<file path="src/include/phy_xover_pkg.sv">
// Constants for the port PHY crossover control and event flag register bank.
// Assumes a 32-bit AXI4-Lite slave with word-aligned registers at four times the index.
package phy_xover_pkg;

    // ------------------------------------------------------------------
    // Register indices and bus geometry
    // ------------------------------------------------------------------
    localparam int ADDR_W = 8;
    localparam logic [5:0] IDX_XOVER_CTRL = 6'h1b;
    localparam logic [5:0] IDX_EVENT_FLAGS = 6'h1d;
    localparam logic [5:0] IDX_EVENT_MASK = 6'h1e;

    // ------------------------------------------------------------------
    // Field positions in the crossover and misc control register
    // ------------------------------------------------------------------
    localparam int POS_XOVER_SOURCE_SELECT = 15;
    localparam int POS_XOVER_ENABLE = 14;
    localparam int POS_XOVER_STATE = 13;
    localparam int POS_HEARTBEAT_TEST_DISABLE = 11;
    localparam int POS_RX_PLL_FORCE_REF_LOCK = 10;
    localparam int POS_RX_POLARITY_REVERSED = 4;

    // ------------------------------------------------------------------
    // Event flag positions; bits 15:8 and 0 are reserved
    // ------------------------------------------------------------------
    localparam int FLAG_LO = 1;
    localparam int FLAG_HI = 7;
    localparam int POS_FLAG_PAGE_RECEIVED = 1;
    localparam int POS_FLAG_PARALLEL_DETECT_FAULT = 2;
    localparam int POS_FLAG_PARTNER_ACK = 3;
    localparam int POS_FLAG_LINK_DOWN = 4;
    localparam int POS_FLAG_REMOTE_FAULT = 5;
    localparam int POS_FLAG_AUTONEG_COMPLETE = 6;
    localparam int POS_FLAG_LINE_ENERGY = 7;

    // ------------------------------------------------------------------
    // Reset values
    // ------------------------------------------------------------------
    localparam logic RST_CTRL_BIT = 1'b0;
    localparam logic [6:0] RST_FLAGS = 7'h00;
    localparam logic [6:0] RST_MASK = 7'h00;

    // ------------------------------------------------------------------
    // Crossover modes driven to the analog switch
    // ------------------------------------------------------------------
    localparam logic [1:0] MDIX_STRAIGHT = 2'h0;
    localparam logic [1:0] MDIX_CROSS = 2'h1;
    localparam logic [1:0] MDIX_AUTO = 2'h2;

    // ------------------------------------------------------------------
    // AXI responses
    // ------------------------------------------------------------------
    localparam logic [1:0] RESP_OKAY = 2'h0;
    localparam logic [1:0] RESP_SLVERR = 2'h2;

endpackage

</file>
<file path="src/rtl/phy_crossover_and_event_flags.sv">
// Port PHY crossover/misc control register and latched clear-on-read event flags.
// Assumes synchronous inputs on core_clk, an AXI4-Lite master, and a port PHY reset pulse
// from the chip reset control.
//
// Summary of operation
// - Bit 15 selects register or strap crossover
// - State bit matters only under register control
// - Enable/state decode: straight, cross, automatic
// - Auto strap wins, else manual strap decides
// - Bit 11 resets 0; 1 disables heartbeat
// - Bit 10 forces 10M PLL reference lock
// - No 10M receive data while forced lock
// - Bit 4 shows reversed receive polarity
// - Port PHY reset restores retained control bits
// - Soft PHY reset leaves retained bits alone
// - Flags read-only, reset 0, latch until cleared
// - Reading index 29 clears all flags
// - Mask at index 30 gates each source
// - Flag 7 latches on line energy rising
// - Flag 6 latches on autoneg complete
// - Flag 5 latches on remote fault
// - Flag 4 latches on link going down
// - Flag 3 latches on partner acknowledge
// - Flag 2 latches on parallel detect fault
// - Flag 1 latches on page received
//
// Local design decision: register access over AXI4-Lite.
`timescale 1ns/1ns
module phy_crossover_and_event_flags (
    // Clock and reset
    input wire logic core_clk,
    input wire logic rst_n,
    // Port PHY reset from chip reset control, one-cycle pulse
    input wire logic port_phy_reset,
    // Straps and PHY status
    input wire logic auto_mdix_strap,
    input wire logic manual_mdix_strap,
    input wire logic rx_polarity_reversed_in,
    input wire logic line_energy_detect,
    input wire logic link_status,
    input wire logic autoneg_complete_evt,
    input wire logic remote_fault_evt,
    input wire logic partner_ack_evt,
    input wire logic parallel_detect_fault_evt,
    input wire logic page_received_evt,
    // 10M receive data path gate
    input wire logic rx10_valid_in,
    output logic rx10_valid_out,
    // PHY control outputs
    output logic [1:0] mdix_mode,
    output logic heartbeat_test_en,
    output logic rx_pll_ref_lock,
    // AXI4-Lite write address
    input wire logic [phy_xover_pkg::ADDR_W-1:0] s_axi_awaddr,
    input wire logic s_axi_awvalid,
    output logic s_axi_awready,
    // AXI4-Lite write data
    input wire logic [31:0] s_axi_wdata,
    input wire logic [3:0] s_axi_wstrb,
    input wire logic s_axi_wvalid,
    output logic s_axi_wready,
    // AXI4-Lite write response
    output logic [1:0] s_axi_bresp,
    output logic s_axi_bvalid,
    input wire logic s_axi_bready,
    // AXI4-Lite read address
    input wire logic [phy_xover_pkg::ADDR_W-1:0] s_axi_araddr,
    input wire logic s_axi_arvalid,
    output logic s_axi_arready,
    // AXI4-Lite read data
    output logic [31:0] s_axi_rdata,
    output logic [1:0] s_axi_rresp,
    output logic s_axi_rvalid,
    input wire logic s_axi_rready
);

    // ------------------------------------------------------------------
    // Reset synchroniser
    // ------------------------------------------------------------------
    logic rst_meta_r;
    logic rst_sync_n;

    always_ff @(posedge core_clk or negedge rst_n) begin
        if (!rst_n) begin
            rst_meta_r <= 1'b0;
            rst_sync_n <= 1'b0;
        end else begin
            rst_meta_r <= 1'b1;
            rst_sync_n <= rst_meta_r;
        end
    end

    // ------------------------------------------------------------------
    // Register state
    // ------------------------------------------------------------------
    logic src_sel_r;
    logic xover_en_r;
    logic xover_state_r;
    logic hb_disable_r;
    logic pll_lock_r;
    logic [6:0] flags_r;
    logic [6:0] flags_nxt;
    logic [6:0] mask_r;
    logic energy_prev_r;
    logic link_prev_r;

    // ------------------------------------------------------------------
    // Write channel
    // ------------------------------------------------------------------
    logic [phy_xover_pkg::ADDR_W-1:0] awaddr_r;
    logic [31:0] wdata_r;
    logic [3:0] wstrb_r;
    logic aw_take;
    logic w_take;
    logic do_write;
    logic [5:0] wr_idx;
    logic wr_ctrl;
    logic wr_mask;
    logic wr_hit;

    assign aw_take = s_axi_awvalid && s_axi_awready;
    assign w_take = s_axi_wvalid && s_axi_wready;
    assign do_write = !s_axi_awready && !s_axi_wready && !s_axi_bvalid;
    assign wr_idx = awaddr_r[phy_xover_pkg::ADDR_W-1:2];
    assign wr_ctrl = do_write && wr_idx == phy_xover_pkg::IDX_XOVER_CTRL && wstrb_r[1];
    assign wr_mask = do_write && wr_idx == phy_xover_pkg::IDX_EVENT_MASK && wstrb_r[0];
    assign wr_hit = wr_idx == phy_xover_pkg::IDX_XOVER_CTRL || wr_idx == phy_xover_pkg::IDX_EVENT_MASK
                    || wr_idx == phy_xover_pkg::IDX_EVENT_FLAGS;

    always_ff @(posedge core_clk or negedge rst_sync_n) begin
        if (!rst_sync_n) begin
            s_axi_awready <= 1'b1;
            s_axi_wready <= 1'b1;
            s_axi_bvalid <= 1'b0;
            s_axi_bresp <= phy_xover_pkg::RESP_OKAY;
            awaddr_r <= '0;
            wdata_r <= 32'h0;
            wstrb_r <= 4'h0;
        end else begin
            if (aw_take) begin
                awaddr_r <= s_axi_awaddr;
                s_axi_awready <= 1'b0;
            end
            if (w_take) begin
                wdata_r <= s_axi_wdata;
                wstrb_r <= s_axi_wstrb;
                s_axi_wready <= 1'b0;
            end
            if (do_write) begin
                s_axi_bvalid <= 1'b1;
                s_axi_bresp <= wr_hit ? phy_xover_pkg::RESP_OKAY : phy_xover_pkg::RESP_SLVERR;
            end
            if (s_axi_bvalid && s_axi_bready) begin
                s_axi_bvalid <= 1'b0;
                s_axi_awready <= 1'b1;
                s_axi_wready <= 1'b1;
            end
        end
    end

    // ------------------------------------------------------------------
    // Control register
    // ------------------------------------------------------------------
    // Besides rst_n, only the port PHY reset from the chip reset control restores these bits; a soft
    // reset through the PHY basic control register is not an input here and leaves them.
    always_ff @(posedge core_clk or negedge rst_sync_n) begin
        if (!rst_sync_n) begin
            src_sel_r <= phy_xover_pkg::RST_CTRL_BIT;
            xover_en_r <= phy_xover_pkg::RST_CTRL_BIT;
            xover_state_r <= phy_xover_pkg::RST_CTRL_BIT;
            hb_disable_r <= phy_xover_pkg::RST_CTRL_BIT;
            pll_lock_r <= phy_xover_pkg::RST_CTRL_BIT;
            mask_r <= phy_xover_pkg::RST_MASK;
        end else if (port_phy_reset) begin
            src_sel_r <= phy_xover_pkg::RST_CTRL_BIT;
            xover_en_r <= phy_xover_pkg::RST_CTRL_BIT;
            xover_state_r <= phy_xover_pkg::RST_CTRL_BIT;
            hb_disable_r <= phy_xover_pkg::RST_CTRL_BIT;
            pll_lock_r <= phy_xover_pkg::RST_CTRL_BIT;
        end else begin
            if (wr_ctrl) begin
                src_sel_r <= wdata_r[phy_xover_pkg::POS_XOVER_SOURCE_SELECT];
                xover_en_r <= wdata_r[phy_xover_pkg::POS_XOVER_ENABLE];
                xover_state_r <= wdata_r[phy_xover_pkg::POS_XOVER_STATE];
                hb_disable_r <= wdata_r[phy_xover_pkg::POS_HEARTBEAT_TEST_DISABLE];
                pll_lock_r <= wdata_r[phy_xover_pkg::POS_RX_PLL_FORCE_REF_LOCK];
            end
            if (wr_mask) begin
                mask_r <= wdata_r[phy_xover_pkg::FLAG_HI:phy_xover_pkg::FLAG_LO];
            end
        end
    end

    // ------------------------------------------------------------------
    // Crossover decode and PHY control outputs
    // ------------------------------------------------------------------
    // The reserved enable-and-state pair is not trapped; it decodes as automatic.
    logic [1:0] reg_mode;
    logic [1:0] strap_mode;
    logic [1:0] mode_nxt;

    assign reg_mode = xover_en_r ? phy_xover_pkg::MDIX_AUTO
                    : (xover_state_r ? phy_xover_pkg::MDIX_CROSS : phy_xover_pkg::MDIX_STRAIGHT);
    assign strap_mode = auto_mdix_strap ? phy_xover_pkg::MDIX_AUTO
                      : (manual_mdix_strap ? phy_xover_pkg::MDIX_CROSS : phy_xover_pkg::MDIX_STRAIGHT);
    assign mode_nxt = src_sel_r ? reg_mode : strap_mode;

    always_ff @(posedge core_clk or negedge rst_sync_n) begin
        if (!rst_sync_n) begin
            mdix_mode <= phy_xover_pkg::MDIX_STRAIGHT;
            heartbeat_test_en <= 1'b1;
            rx_pll_ref_lock <= 1'b0;
            rx10_valid_out <= 1'b0;
        end else begin
            mdix_mode <= mode_nxt;
            heartbeat_test_en <= !hb_disable_r;
            rx_pll_ref_lock <= pll_lock_r;
            rx10_valid_out <= rx10_valid_in && !pll_lock_r;
        end
    end

    // ------------------------------------------------------------------
    // Event flags
    // ------------------------------------------------------------------
    logic ar_take;
    logic [5:0] rd_idx;
    logic rd_clear;
    logic [6:0] events;

    assign ar_take = s_axi_arvalid && s_axi_arready;
    assign rd_idx = s_axi_araddr[phy_xover_pkg::ADDR_W-1:2];
    assign rd_clear = ar_take && rd_idx == phy_xover_pkg::IDX_EVENT_FLAGS;
    assign events[phy_xover_pkg::POS_FLAG_LINE_ENERGY-1] = line_energy_detect && !energy_prev_r;
    assign events[phy_xover_pkg::POS_FLAG_AUTONEG_COMPLETE-1] = autoneg_complete_evt;
    assign events[phy_xover_pkg::POS_FLAG_REMOTE_FAULT-1] = remote_fault_evt;
    assign events[phy_xover_pkg::POS_FLAG_LINK_DOWN-1] = !link_status && link_prev_r;
    assign events[phy_xover_pkg::POS_FLAG_PARTNER_ACK-1] = partner_ack_evt;
    assign events[phy_xover_pkg::POS_FLAG_PARALLEL_DETECT_FAULT-1] = parallel_detect_fault_evt;
    assign events[phy_xover_pkg::POS_FLAG_PAGE_RECEIVED-1] = page_received_evt;
    // A new enabled event wins over the clearing read in the same cycle.
    assign flags_nxt = (rd_clear ? phy_xover_pkg::RST_FLAGS : flags_r) | (events & mask_r);

    always_ff @(posedge core_clk or negedge rst_sync_n) begin
        if (!rst_sync_n) begin
            flags_r <= phy_xover_pkg::RST_FLAGS;
            energy_prev_r <= 1'b0;
            link_prev_r <= 1'b0;
        end else begin
            flags_r <= flags_nxt;
            energy_prev_r <= line_energy_detect;
            link_prev_r <= link_status;
        end
    end

    // ------------------------------------------------------------------
    // Read channel
    // ------------------------------------------------------------------
    logic [15:0] ctrl_rd;
    logic [15:0] flags_rd;
    logic [15:0] mask_rd;
    logic rd_hit;
    logic [31:0] rd_word;

    // Reserved positions are built as constant zeros.
    assign ctrl_rd = {src_sel_r, xover_en_r, xover_state_r, 1'b0, hb_disable_r, pll_lock_r, 5'h00,
                      rx_polarity_reversed_in, 4'h0};
    assign flags_rd = {8'h00, flags_r, 1'b0};
    assign mask_rd = {8'h00, mask_r, 1'b0};
    assign rd_hit = rd_idx == phy_xover_pkg::IDX_XOVER_CTRL || rd_idx == phy_xover_pkg::IDX_EVENT_FLAGS
                    || rd_idx == phy_xover_pkg::IDX_EVENT_MASK;
    assign rd_word = rd_idx == phy_xover_pkg::IDX_XOVER_CTRL ? {16'h0000, ctrl_rd}
                   : rd_idx == phy_xover_pkg::IDX_EVENT_FLAGS ? {16'h0000, flags_rd}
                   : rd_idx == phy_xover_pkg::IDX_EVENT_MASK ? {16'h0000, mask_rd} : 32'h0;

    always_ff @(posedge core_clk or negedge rst_sync_n) begin
        if (!rst_sync_n) begin
            s_axi_arready <= 1'b1;
            s_axi_rvalid <= 1'b0;
            s_axi_rdata <= 32'h0;
            s_axi_rresp <= phy_xover_pkg::RESP_OKAY;
        end else if (ar_take) begin
            s_axi_arready <= 1'b0;
            s_axi_rvalid <= 1'b1;
            s_axi_rdata <= rd_word;
            s_axi_rresp <= rd_hit ? phy_xover_pkg::RESP_OKAY : phy_xover_pkg::RESP_SLVERR;
        end else if (s_axi_rvalid && s_axi_rready) begin
            s_axi_rvalid <= 1'b0;
            s_axi_arready <= 1'b1;
        end
    end

endmodule

</file>
<file path="config.mk">
export PLATFORM = sky130hd
export DESIGN_NAME = phy_crossover_and_event_flags
export DESIGN_NICKNAME = d
export VERILOG_FILES = /design/src/include/phy_xover_pkg.sv /design/src/rtl/phy_crossover_and_event_flags.sv
export SDC_FILE = /design/constraint.sdc
export NUM_CORES = 1
export LEC_CHECK = 0
export CAP_MARGIN = 10
export CORE_ASPECT_RATIO = 1.75
export CORE_MARGIN = 2
export CORE_UTILIZATION = 40
export CTS_CLUSTER_SIZE = 40
export DETAILED_ROUTE_END_ITERATION = 7
export DONT_BUFFER_PORTS = 1
export HOLD_SLACK_MARGIN = 0.08
export SLEW_MARGIN = 25
export SYNTH_ARGS = -nofsm -noshare
export SYNTH_HDL_FRONTEND = slang
export SYNTH_SLANG_ARGS = --single-unit
</file>
<file path="constraint.sdc">
create_clock -name core_clk -period 3.1 [get_ports core_clk]
set_clock_uncertainty 0.1 [all_clocks]
set_input_delay 0.465 -clock core_clk [delete_from_list [all_inputs] [get_ports core_clk]]
set_output_delay 0.465 -clock core_clk [all_outputs]
set_load 0.01 [all_outputs]
</file>
# After elaboration in Yosys (flattened, before gate mapping)
# Cells that the tools add are included.
# op_classes
add_sub_neg	0
multipliers	0
div	0
order_cmp	0
eq_ne	6
shift	0
muxes	31
bitwise_logic	3
n_reduce_logical	32
# ops
operator	n
6-bit by 5-bit equality test with 1-bit output (second input constant)	6
1-bit 2-to-1 mux	22
16-bit 2-to-1 mux	1
8-bit 2-to-1 mux	2
1-bit logical AND	15
2-bit 2-to-1 mux	5
2-bit nonzero test	5
7-bit AND	1
1-bit zero test	7
7-bit 2-to-1 mux	1
7-bit OR	1
1-bit logical OR	4
2-bit AND reduction	1
1-bit NOT	1
# totals
ff_bits	95
latch_bits	0
mem_bits_rw	0
romBits	0
in_bits	71
out_inout_bits	46
elab_cells	98
memories	0

# Longest topological paths before layout
# Gate-level depths: netlist of the first run.
# depth
ltp_word	7
depth_mapped	4
mapped_depth_nobuf	3

# Worst setup path before layout of the first run
# Ideal clock, no wire load.
# synth_timing
kind	register to register
startpoint	register s_axi_awready
endpoint	register mask_r[0]
setup_time_ns	0.125
arrival_time_ns	1.543
t_required_ns	2.875
path_slack_ns	1.332
path_stages_with_launch	5
n_path_buf	1
period_less_slack_ns	1.768
path_cell_list	dfstp_2 -> or3_4 -> or3_1 -> buf_6 -> mux2_4
# synth_via
elab_chain_len	6
# synth_rtl
element	line	text
start, declared	phy_crossover_and_event_flags.sv:56	output logic s_axi_awready,
start signal, assigned	phy_crossover_and_event_flags.sv:132	s_axi_awready <= 1'b1;
start signal, assigned	phy_crossover_and_event_flags.sv:142	s_axi_awready <= 1'b0;
start signal, assigned	phy_crossover_and_event_flags.sv:155	s_axi_awready <= 1'b1;
1-bit zero test	phy_crossover_and_event_flags.sv:123	assign do_write = !s_axi_awready && !s_axi_wready && !s_axi_bvalid;
1-bit logical AND (2 in series)	phy_crossover_and_event_flags.sv:123	
1-bit logical AND (2 in series)	phy_crossover_and_event_flags.sv:126	assign wr_mask = do_write && wr_idx == phy_xover_pkg::IDX_EVENT_MASK && wstrb_r[0];
2-bit AND reduction (no line)	--	
end signal, assigned	phy_crossover_and_event_flags.sv:173	mask_r <= phy_xover_pkg::RST_MASK;
end signal, assigned	phy_crossover_and_event_flags.sv:189	mask_r <= wdata_r[phy_xover_pkg::FLAG_HI:phy_xover_pkg::FLAG_LO];
end, declared	phy_crossover_and_event_flags.sv:103	logic [6:0] mask_r;
# No other way between the ends.
# A chain may end at the register's enable or synchronous reset.

# Worst setup path in the final report of the first run
# layout_timing
startpoint	register s_axi_bvalid
endpoint	register mask_r[5]
# layout_via
elab_chain_len	5
# layout_rtl
element	line	text
start, declared	phy_crossover_and_event_flags.sv:64	output logic s_axi_bvalid,
start signal, assigned	phy_crossover_and_event_flags.sv:134	s_axi_bvalid <= 1'b0;
start signal, assigned	phy_crossover_and_event_flags.sv:150	s_axi_bvalid <= 1'b1;
start signal, assigned	phy_crossover_and_event_flags.sv:154	s_axi_bvalid <= 1'b0;
1-bit zero test	phy_crossover_and_event_flags.sv:123	
1-bit logical AND	phy_crossover_and_event_flags.sv:123	
1-bit logical AND (2 in series)	phy_crossover_and_event_flags.sv:126	
2-bit AND reduction (no line)	--	
# No other way between the ends.

==> summary.md, run 1 <==
| Metric | Value |
|---|---|
| PnR worst setup slack | approximately 1.2 ns |
| GRT overflow | 0 |
| DRC Markers | 0 |
| Final Hold Viols | 0 |
| Distinct cell type count after synthesis | 35 |
| Synth top area share | 54.9% |
| Comb pwr share | around 15% |
| Net Sw Frac | between 20% and 30% |
| Die area | between 0.007 and 0.008 mm2 |
| Pleak | ~1.4 nW |
| Top FF cell, synth | dfrtp_1 |
| Fillers | 638 |
| GPL Wtd Cong | around 0.74 |
| Multiplexer share of the synthesized area | between 10 and 15% |
| Internal | roughly 2.1 mW |
| DIE HEIGHT | roughly 120 um |
| Crit Path Category | reg -> reg |
| Final setup viols | 0 |
| Ys Warns | 0 |
| Final net count | slightly above 300 |
| Final Non-Filler Cells | around 330 |
| EDFF count, synth | 0 |
| Register area share after synthesis | 58.5% |
| Longest Clk Path Bufs | 2 |
| Syn avg cell area | ~12 um2 |
| P_sw | 0.683 mW |
| Setup TNS | 0 ns |
| Area leader, netlist | dfrtp_1 |
| Worst skew pair latency | about 0.33 ns |
| Max_cap viols | 0 |
| Post-detailed-routing wire length | approximately 5000 um |
| Fin area | 0.00324 mm2 |
| Die width | roughly 68 um |
| Worst hold margin | roughly 0.10 ns |
| Vias/cell | roughly 5 |
| Largest net degree at the start of global routing | 66 |
| CP endpoint kind | register |
| Starting Density | 41.6% |
| Fmax | 0.520 GHz |
| Slowest stage cell on the critical path | or3_1 |
| Reg area | ~0.0017 mm2 |
| Clk sinks | between 60 and 70 |
| Hold Path Class | in -> reg |
| HPWL after DPL | 3680 um |
| Worst setup SP type | register |
| Clock power frac | 39.5% |
| Wirelength per Cell | ~15 um |
| Synth area leaders | dfrtp_1 55%, mux2_2 8.2%, buf_4 5.7% |
| Simple-gate share of the synthesized area | between 10 and 15% |
| Place WS | between 1 and 1.5 ns |
| Clk root buf | clkbuf_16 |
| CP cell instances | or3_4, or3_1, mux2_4 |
| Crit path largest cell delay | 0.52 ns |
| Core ar. | 0.00691 mm2 |
| Synth Register Bits | between 60 and 70 |
| Placed cell area | ~0.0029 mm2 |
| PortBufs | 0 |
| PwrDens | about 860 mW/mm2 |
| Worst slew pin tran | between 0.8 and 0.9 ns |
| Global-route wire length before repair | a little over 8000 um |
| Max H-tree Level | 3 |
| Most frequent cell after synthesis | dfrtp_1 |
| DR pass1 iterations | 4 |
| Final core utilization | 46.8% |
| Post-synth top cells | 63 x dfrtp_1, 25 x nand2_1, 22 x buf_4 |
| CTS tree | built |
| Clk slew on worst S/H paths | about 0.050 ns |
| CTS Buf Count | 9 |
| Placed Cells | between 300 and 400 |
| Data required time of the worst path | 3.21 ns |
| Routed Antenna Nets | 0 |
| Vias in the first global route | 1659 |
| RSZ-0062 raised after global routing | no |
| Asr flop ratio synth | between 90% and 100% |
| Layout area overhead | 12.6% |
| Worst VDD drop | 0.000490 V |
| Crit path DAT | between 2 and 2.5 ns |
| Total power | roughly 2.8 mW |
| Top Ports | 117 |
| Slew headroom | between 40% and 50% |
| Initial DRC Count | 76 |
| Multi-input logic area | 0.00105 mm2 |
| Adder-cell area share of the yosys netlist | 0% |
| Max-slew violation count | 0 |
| Fin crit share | 62.0% |
| Synth Area in Compound Gates | around 7.7% |
| Fraction of layout cells with a size suffix above 1 | 21.4% |
| Initial antenna violation count | 0 |
| Largest family of logic cells by synthesized area | multiplexers |
| Site row count | 40 |
| Final Critical Period | ~1.9 ns |
| # diodes | 0 |
| Status | complete, no violations |
| Total track usage | 14.5% |
| Seq pwr share | between 40% and 50% |
| Mapped Area | roughly 0.0029 mm2 |
| Worst-path maximum fanout | 7 |
| Vias | ~1600 |
| Mapped Cells | 230 |
| Post-synthesis xor/xnor area fraction | less than 1% |
## flip-flops by register name, indices dropped and copies added, names as in the netlist, 2 cells and up
| name | cells |
|---|---|
| awaddr_r | 6 |
| mask_r | 7 |
| flags_r | 7 |
| wdata_r | 12 |
| wstrb_r | 2 |
| s_axi_rdata | 12 |
| mdix_mode | 2 |
## what timing repair did
| item | in CTS | in global routing |
|---|---|---|
| endpoints found under the hold margin | 5 | 0 |
| resized for setup | 0 | 0 |
| hold buffers | 4 | 0 |
| buffers inserted | 0 | 0 |
## placed cells by master (no fill, tap or decap), types with 2 or more instances in the layout
cell type,synthesis,routed
and3b_1,2,2
clkbuf_8,0,2
dfstp_2,4,4
nand2_1,25,25
clkinv_2,0,3
o21ai_0,16,16
nand4_1,2,2
a22oi_1,7,7
bufinv_16,0,2
nand3b_1,3,3
inv_1,7,7
dfrtp_1,63,62
nor2b_1,3,3
dlygate4sd3_1,0,4
mux2i_1,7,7
conb_1,2,23
a22o_1,5,5
mux2_2,21,21
xnor2_1,2,2
clkbuf_16,0,9
nand2b_1,11,11
mux2_4,7,7
## critical path: cells and delay by family (launching register included)
family           cells  cell delay (ns)
DFF                  1             0.43
muxes                1             0.36
and+or+nand+nor      2             0.91
## path summary, 6_finish.rpt
| check | start | end | slack (ns) | cells after the start |
|---|---|---|---|---|
| worst min-delay path | s_axi_wvalid | s_axi_wready | 0.10 | 1 |
| max in group asynchronous | rst_sync_n | hb_disable_r | 2.02 | 1 |
| worst min register to register | rst_meta_r | rst_sync_n | 0.26 | 0 |
| min in group asynchronous | rst_n | rst_meta_r | 0.26 | 1 |
| worst max register to register | s_axi_bvalid | mask_r[5] | 1.18 | 3 |
| worst max-delay path | s_axi_bvalid | mask_r[5] | 1.18 | 3 |
## final cells by class
cell class                 instances  area share (%)
clock inverter                     5            2.32
sequential                        67            52.0
tap                               84            3.25
timing repair buffer               5            1.47
inverter                           7           0.812
multi-input combinational        148            32.3
clock buffer                      11            7.81
## routing by layer
layer	routed length, um	track usage (%)	vias up	part of all wire (%)
met3	444	6.36	9	8.8
met5	0	0	-	0
met2	2570	22.7	69	51
met4	123	8.80	0	2.4
li1	-	-	765	-
met1	1900	16.0	786	38
## power by group through the flow
stage               Combinational (mW)  Clock [mW]  Sequential, mW
floorplan                        0.373           0            1.26
global placement                 0.398           0            1.28
finish                           0.406        1.10            1.28
detailed placement               0.412           0            1.29
global route                     0.457        1.17            1.31
CTS                              0.417        1.13            1.28
## cells by family after synthesis
group | count (synthesis)
multiplexers | 35
XOR/XNOR | 2
flip-flops | 67
other | 2
buffers and inverters | 36
AND/OR/NAND/NOR | 54
AO/OA/AOI/OAI | 34
(Power assumes the default switching activity.)
==> run 2, diff against run 1 <==
==> constraint.sdc (replaced) <==
create_clock -name core_clk -period 1.8 [get_ports core_clk]
set_clock_uncertainty 0.1 [all_clocks]
set_input_delay 0.27 -clock core_clk [delete_from_list [all_inputs] [get_ports core_clk]]
set_output_delay 0.27 -clock core_clk [all_outputs]
set_load 0.01 [all_outputs]
==> run 2 against run 1 <==
Core utilization increased by 5.8 points. Final cell count grew 14%. Via count increased by 11%. Hold slack gained 0.0068 ns. Worst setup slack lost 1.1 ns. Count of clock-buffer cells in the layout is 5 higher. Sequential power grew 70%. Global-route usage grew 1.1 points. Cell area is 12% higher. Critical path type unchanged. Largest power group unchanged.
==> summary.md, run 2 (synthesized netlist as in run 1, its figures left out) <==
| Metric | Value |
|---|---|
| Worst-path maximum fanout | 7 (unchanged) |
| CTS tree | built |
| CP top delay family | simple AND/OR/NAND/NOR gates |
| Core ar. | 0.00691 mm2 (unchanged) |
| Slew headroom | 66.3% (+21 points) |
| Final core utilization | 52.6% (+5.8 points) |
| Commonest cells after routing, fill and taps aside | 62 x dfrtp_1, 42 x dlygate4sd3_1, 25 x nand2_1, 23 x conb_1, 21 x mux2_2 |
| Post-detailed-routing wire length | 5470 um (+8.8%) |
| Worst setup SP type | register |
| Worst VDD drop | 0.000795 V (+62%) |
| Worst R2R Start | s_axi_awready |
| Site row count | 40 (unchanged) |
| Initial DRC Count | 61 (-20%) |
| Fmax | 0.576 GHz (+11%) |
| Max H-tree Level | 3 (unchanged) |
| Routed Antenna Nets | 0 (unchanged) |
| # diodes | 0 (unchanged) |
| CTS Buf Count | 9 (unchanged) |
| Crit Path Category | reg -> reg |
| Vias | 1804 (+11%) |
| Clk sinks | 67 (unchanged) |
| GPL Wtd Cong | 0.725 (-2.7%) |
| Fraction of layout cells with a size suffix above 1 | 19.0% (-2.4 points) |
| Metal3 WL | 358 um (-19%) |
| Max-slew violation count | 0 (unchanged) |
| Status | complete, no violations |
| PwrDens | 1270 mW/mm2 (+48%) |
| Vias/cell | 4.82 (-3.2%) |
| Max_cap viols | 0 (unchanged) |
| Die area | 0.00791 mm2 (unchanged) |
| DRC Markers | 0 (unchanged) |
| Total track usage | 15.7% (+1.1 points) |
| Data required time of the worst path | 1.90 ns (-1.31 ns) |
| Pleak | 1.62 nW (+12%) |
| Slowest stage cell on the critical path | or3_4 |
| Layout area overhead | 26.4% |
| Final Critical Period | 1.74 ns (-0.185 ns) |
| Clk slew on worst S/H paths | 0.05 ns (about the same) |
| Starting Density | 41.6% (unchanged) |
| Hold Path Origin | s_axi_araddr[3] |
| Longest Clk Path Bufs | 2 (unchanged) |
| Final Hold Viols | 0 (unchanged) |
| Worst skew pair latency | 0.32 ns (about the same) |
| RSZ-0062 raised after global routing | no |
| Top routing layer in use | met4 |
| Hold Path Class | in -> reg |
| DIE HEIGHT | 116 um (unchanged) |
| DR pass1 iterations | 4 (unchanged) |
| Critical path origin | s_axi_awready |
| Crit path largest cell delay | 0.38 ns (-0.14 ns) |
| Fin crit share | 96.5% (+35 points) |
| Final setup viols | 0 (unchanged) |
| Leading registers by flop count | s_axi_rdata: 12 flops, wdata_r: 12 flops |
| Wirelength per Cell | 14.6 um (-4.9%) |
| CP cell instances | or3_4, or3_1, buf_6, mux2_4 |
| Most common cell after layout, fill and taps aside | dfrtp_1 |
| Length of routed wiring on met1 | 2030 um (+7.0%) |
| Worst slew pin tran | 0.504 ns (-0.310 ns) |
| Top Ports | 117 (unchanged) |
| Clk root buf | clkbuf_16 |
| Global-route wire length before repair | 8910 um (+8.6%) |
| GRT overflow | 0 (unchanged) |
| Largest net degree at the start of global routing | 66 (unchanged) |
| Final net count | 356 (+15%) |
| CP endpoint kind | register |
| Crit path DAT | 1.84 ns (-0.19 ns) |
| Vias in the first global route | 1869 (+13%) |
| PortBufs | 0 (unchanged) |
| HPWL after DPL | 3810 um (+3.6%) |
| Initial antenna violation count | 0 (unchanged) |
| Setup TNS | 0 ns (unchanged) |
| WP buf/inv | 1 (+1) |
| Die width | 68.1 um (unchanged) |
| Routed met2 length | 2980 um (+16%) |
==> run 2: cell types whose count changed in the layout (fill, tap and decap cells not counted), sizes merged <==
cell	change
dlygate4sd3	+38
bufinv	-2
clkinv	-3
buf	+9
clkbuf	+5
==> run 2: path summary, 6_finish.rpt <==
path,endpoint,slack (ns),depth (start not counted)
setup / recovery,mask_r[4],0.06,4
hold / removal,s_axi_rresp[1],0.11,2
setup reg to reg,mask_r[4],0.06,4
hold reg to reg,mask_r[1],0.18,1
max in group asynchronous,rst_sync_n,0.85,2
min in group asynchronous,mask_r[1],0.18,1
==> run 2: final cells by class <==
type	instances	area, um2
Clock buffer	16	262
Multi-Input combinational cell	148	1050
Inverter	7	26.3
Sequential cell	67	1680
Fill cell	608	3270
Timing Repair Buffer	52	512
Tap cell	84	105
==> run 2: what timing repair did <==
action,CTS,global route
setup buffers,0,0
endpoints found under the setup margin,0,7
hold buffers,42,0
resized for setup,0,1
hold endpoints to repair,45,0
==> run 2: through the flow <==
step                std cells  hold WS (ns)  cell area (um2)  total power [mW]  worst slack [ns]
floorplan                 251        -0.126             2950              2.81            0.0322
global placement          316        -0.126             2950              2.97            0.0443
detailed placement        316        -0.126             2950              3.02            0.0362
CTS                       374        0.0904             3630              4.68            0.0332
global route              374        0.0934             3630              4.89            0.0154
finish                    374         0.107             3630              4.62            0.0625
==> run 2: worst register-to-register path, stage by stage (launching register included) <==
cell and delay (ns):
dfstp_2 0.36, or3_4 0.38, or3_1 0.33, buf_6 0.16
mux2_4 0.29
==> run 2: per-layer routing <==
metal  vias to the layer above  GRT usage, %
met5                         -             0
met4                         0          8.40
met3                         8          5.20
met2                        65          26.1
met1                       869          17.2
li1                        862             -
==> run 2: power breakdown <==
| group | internal (mW) | switching, mW | total [mW] |
|---|---|---|---|
| registers | 1.92 | 0.258 | 2.17 |
| logic | 0.553 | 0.357 | 0.909 |
| clock network | 0.971 | 0.561 | 1.53 |
| total | 3.44 | 1.18 | 4.62 |
==> run 3, diff against run 2 <==
--- a/config.mk
+++ b/config.mk
@@ -13,6 +13,7 @@
 export DETAILED_ROUTE_END_ITERATION = 7
 export DONT_BUFFER_PORTS = 1
 export HOLD_SLACK_MARGIN = 0.08
+export SETUP_SLACK_MARGIN = 0.5
 export SLEW_MARGIN = 25
 export SYNTH_ARGS = -nofsm -noshare
 export SYNTH_HDL_FRONTEND = slang
==> run 3 against run 2 <==
Register-to-register slack got worse by 0.02 ns. Global-route usage decreased by 0.44 points. Combinational power increased by 18%.
==> summary.md, run 3 (synthesized netlist as in run 1, its figures left out) <==
| Metric | Value |
|---|---|
| Die area | 0.00791 mm2 (unchanged) |
| # diodes | 0 (unchanged) |
| DIE HEIGHT | 116 um (unchanged) |
| Fmax | 0.569 GHz (-1.1%) |
| Clk sinks | 67 (unchanged) |
| CP endpoint kind | register |
| Vias | 1821 (+0.94%) |
| CP top delay family | simple AND/OR/NAND/NOR gates |
| Hold Path Class | in -> reg |
| Worst setup SP type | register |
| Final net count | 360 (+1.1%) |
| CTS tree | built |
| Hold Path Stages | 2 (unchanged) |
| Vias/cell | 4.82 (-0.13%) |
| Reg2reg setup slack | 0.04 ns (-0.02 ns) |
| Setup TNS | 0 ns (unchanged) |
| Fraction of layout cells with a size suffix above 1 | 27.9% (+8.9 points) |
| Site row count | 40 (unchanged) |
| Commonest cells after routing, fill and taps aside | 62 x dfrtp_1, 40 x dlygate4sd3_1, 23 x conb_1, 21 x mux2_2, 20 x nand2_1 |
| GRT overflow | 0 (unchanged) |
| WHS Endpoint | awaddr_r[4] |
| RSZ-0062 raised after global routing | yes |
| Status | complete, no violations |
| Max_cap viols | 0 (unchanged) |
| Reg2reg end | mask_r[1] |
| Final Non-Filler Cells | 378 (+1.1%) |
| Max H-tree Level | 3 (unchanged) |
| Worst R2R Start | s_axi_awready |
| Leading registers by flop count | s_axi_rdata: 12 flops, wdata_r: 12 flops |
| Largest net degree at the start of global routing | 66 (unchanged) |
| Total track usage | 15.2% (-0.44 points) |
| DR pass1 iterations | 4 (unchanged) |
| Longest Clk Path Bufs | 2 (unchanged) |
| Reg area | 0.00168 mm2 (unchanged) |
| Starting Density | 41.6% (unchanged) |
| Max-slew violation count | 0 (unchanged) |
| Layout area overhead | 33.4% |
| PortBufs | 0 (unchanged) |
| Global-route wire length before repair | 8740 um (-1.9%) |
| CTS Buf Count | 9 (unchanged) |
| Hold Path Origin | s_axi_awvalid |
| Worst skew pair latency | 0.32 ns (about the same) |
| Core ar. | 0.00691 mm2 (unchanged) |
| PwrDens | 1260 mW/mm2 (-0.76%) |
| Crit path DAT | 1.86 ns (+0.02 ns) |
| Worst-path maximum fanout | 7 (unchanged) |
| Final setup viols | 0 (unchanged) |
| Crit Path Category | reg -> reg |
| HPWL after DPL | 3770 um (-0.96%) |
| Pleak | 1.70 nW (+5.1%) |
| Slowest stage cell on the critical path | or3_4 |
| DRC Markers | 0 (unchanged) |
| Post-detailed-routing wire length | 5670 um (+3.5%) |
| Initial DRC Count | 79 (+30%) |
| PnR worst setup slack | 0.0435 ns (-0.0190 ns) |
| R2R cell count | 4 (unchanged) |
| Fillers | 586 (-3.6%) |
| Clk root buf | clkbuf_16 |
| WP buf/inv | 1 (unchanged) |
| Clk slew on worst S/H paths | 0.05 ns (about the same) |
| Final Critical Period | 1.76 ns (+0.0190 ns) |
| Data required time of the worst path | 1.90 ns (about the same) |
| Worst VDD drop | 0.000907 V (+14%) |
| Die width | 68.1 um (unchanged) |
| Top Ports | 117 (unchanged) |
| Placed Cells | 315 (-0.32%) |
| Routed Antenna Nets | 0 (unchanged) |
| Fin crit share | 97.6% (+1.1 points) |
| CP cell instances | or3_4, or3_4, buf_6, mux2_4 |
| Worst hold margin | 0.0883 ns (-0.0188 ns) |
| Initial antenna violation count | 0 (unchanged) |
| CP dominant cell by count | or3_4 |
| Crit path largest cell delay | 0.39 ns (about the same) |
| Most common cell after layout, fill and taps aside | dfrtp_1 |
| Final Hold Viols | 0 (unchanged) |
| Multi-input logic area | 0.00118 mm2 (+13%) |
| Place WS | 0.0219 ns (-0.0142 ns) |
| GPL Wtd Cong | 0.713 (-1.7%) |
| Vias in the first global route | 1853 (-0.86%) |
| Wirelength per Cell | 15.0 um (+2.4%) |
[run 3: timing repair]
action	in CTS	in global routing
hold endpoints to repair	51	0
hold buffers	40	0
pin swaps	10	3
buffers inserted	3	3
resized for setup	25	17
gates cloned	0	1
endpoints found under the setup margin	53	55
[run 3: final cells by class]
cell class                      count  share of cell area, %
Sequential cell                    67                   43.9
Multi-Input combinational cell    149                   30.7
Timing Repair Buffer               55                   14.8
Clock buffer                       14                   6.88
Tap cell                           84                   2.74
Inverter                            7                  0.685
Clock inverter                      2                  0.261
[run 3: worst max path at each step]
stage | depth (start not counted) | to | slack, ns | startpoint
3_3_place_gp | 4 | mask_r[5] | 0.04 | s_axi_awready
3_5_place_dp | 4 | mask_r[1] | 0.02 | s_axi_awready
5_1_grt | 4 | mask_r[0] | 0.03 | s_axi_awready
4_1_cts | 4 | mask_r[1] | 0.04 | s_axi_awready
6_report | 4 | mask_r[1] | 0.04 | s_axi_awready
2_1_floorplan | 4 | mask_r[0] | 0.03 | s_axi_awready
[run 3: metal layers]
layer / track usage (%) / part of all wire [%] / vias to the layer above
met5: 0 / 0 / -
met4: 7.73 / 2.0 / 0
met3: 5.30 / 5.8 / 9
met2: 25.3 / 56 / 65
met1: 16.8 / 36 / 878
li1: - / - / 869
[run 3: through the flow]
stage	power (mW)	util, %	cell area (um2)
2_1_floorplan	2.83	-	2980
3_3_place_gp	2.97	42.7	2950
3_5_place_dp	3.01	42.7	2950
4_1_cts	4.76	54.0	3730
5_1_grt	5.09	55.5	3830
6_report	4.84	55.5	3830
[run 3: power breakdown]
part           internal (mW)  switching, mW
clock network           1.00          0.580
logic                  0.638          0.437
registers               1.92          0.262
total                   3.56           1.28
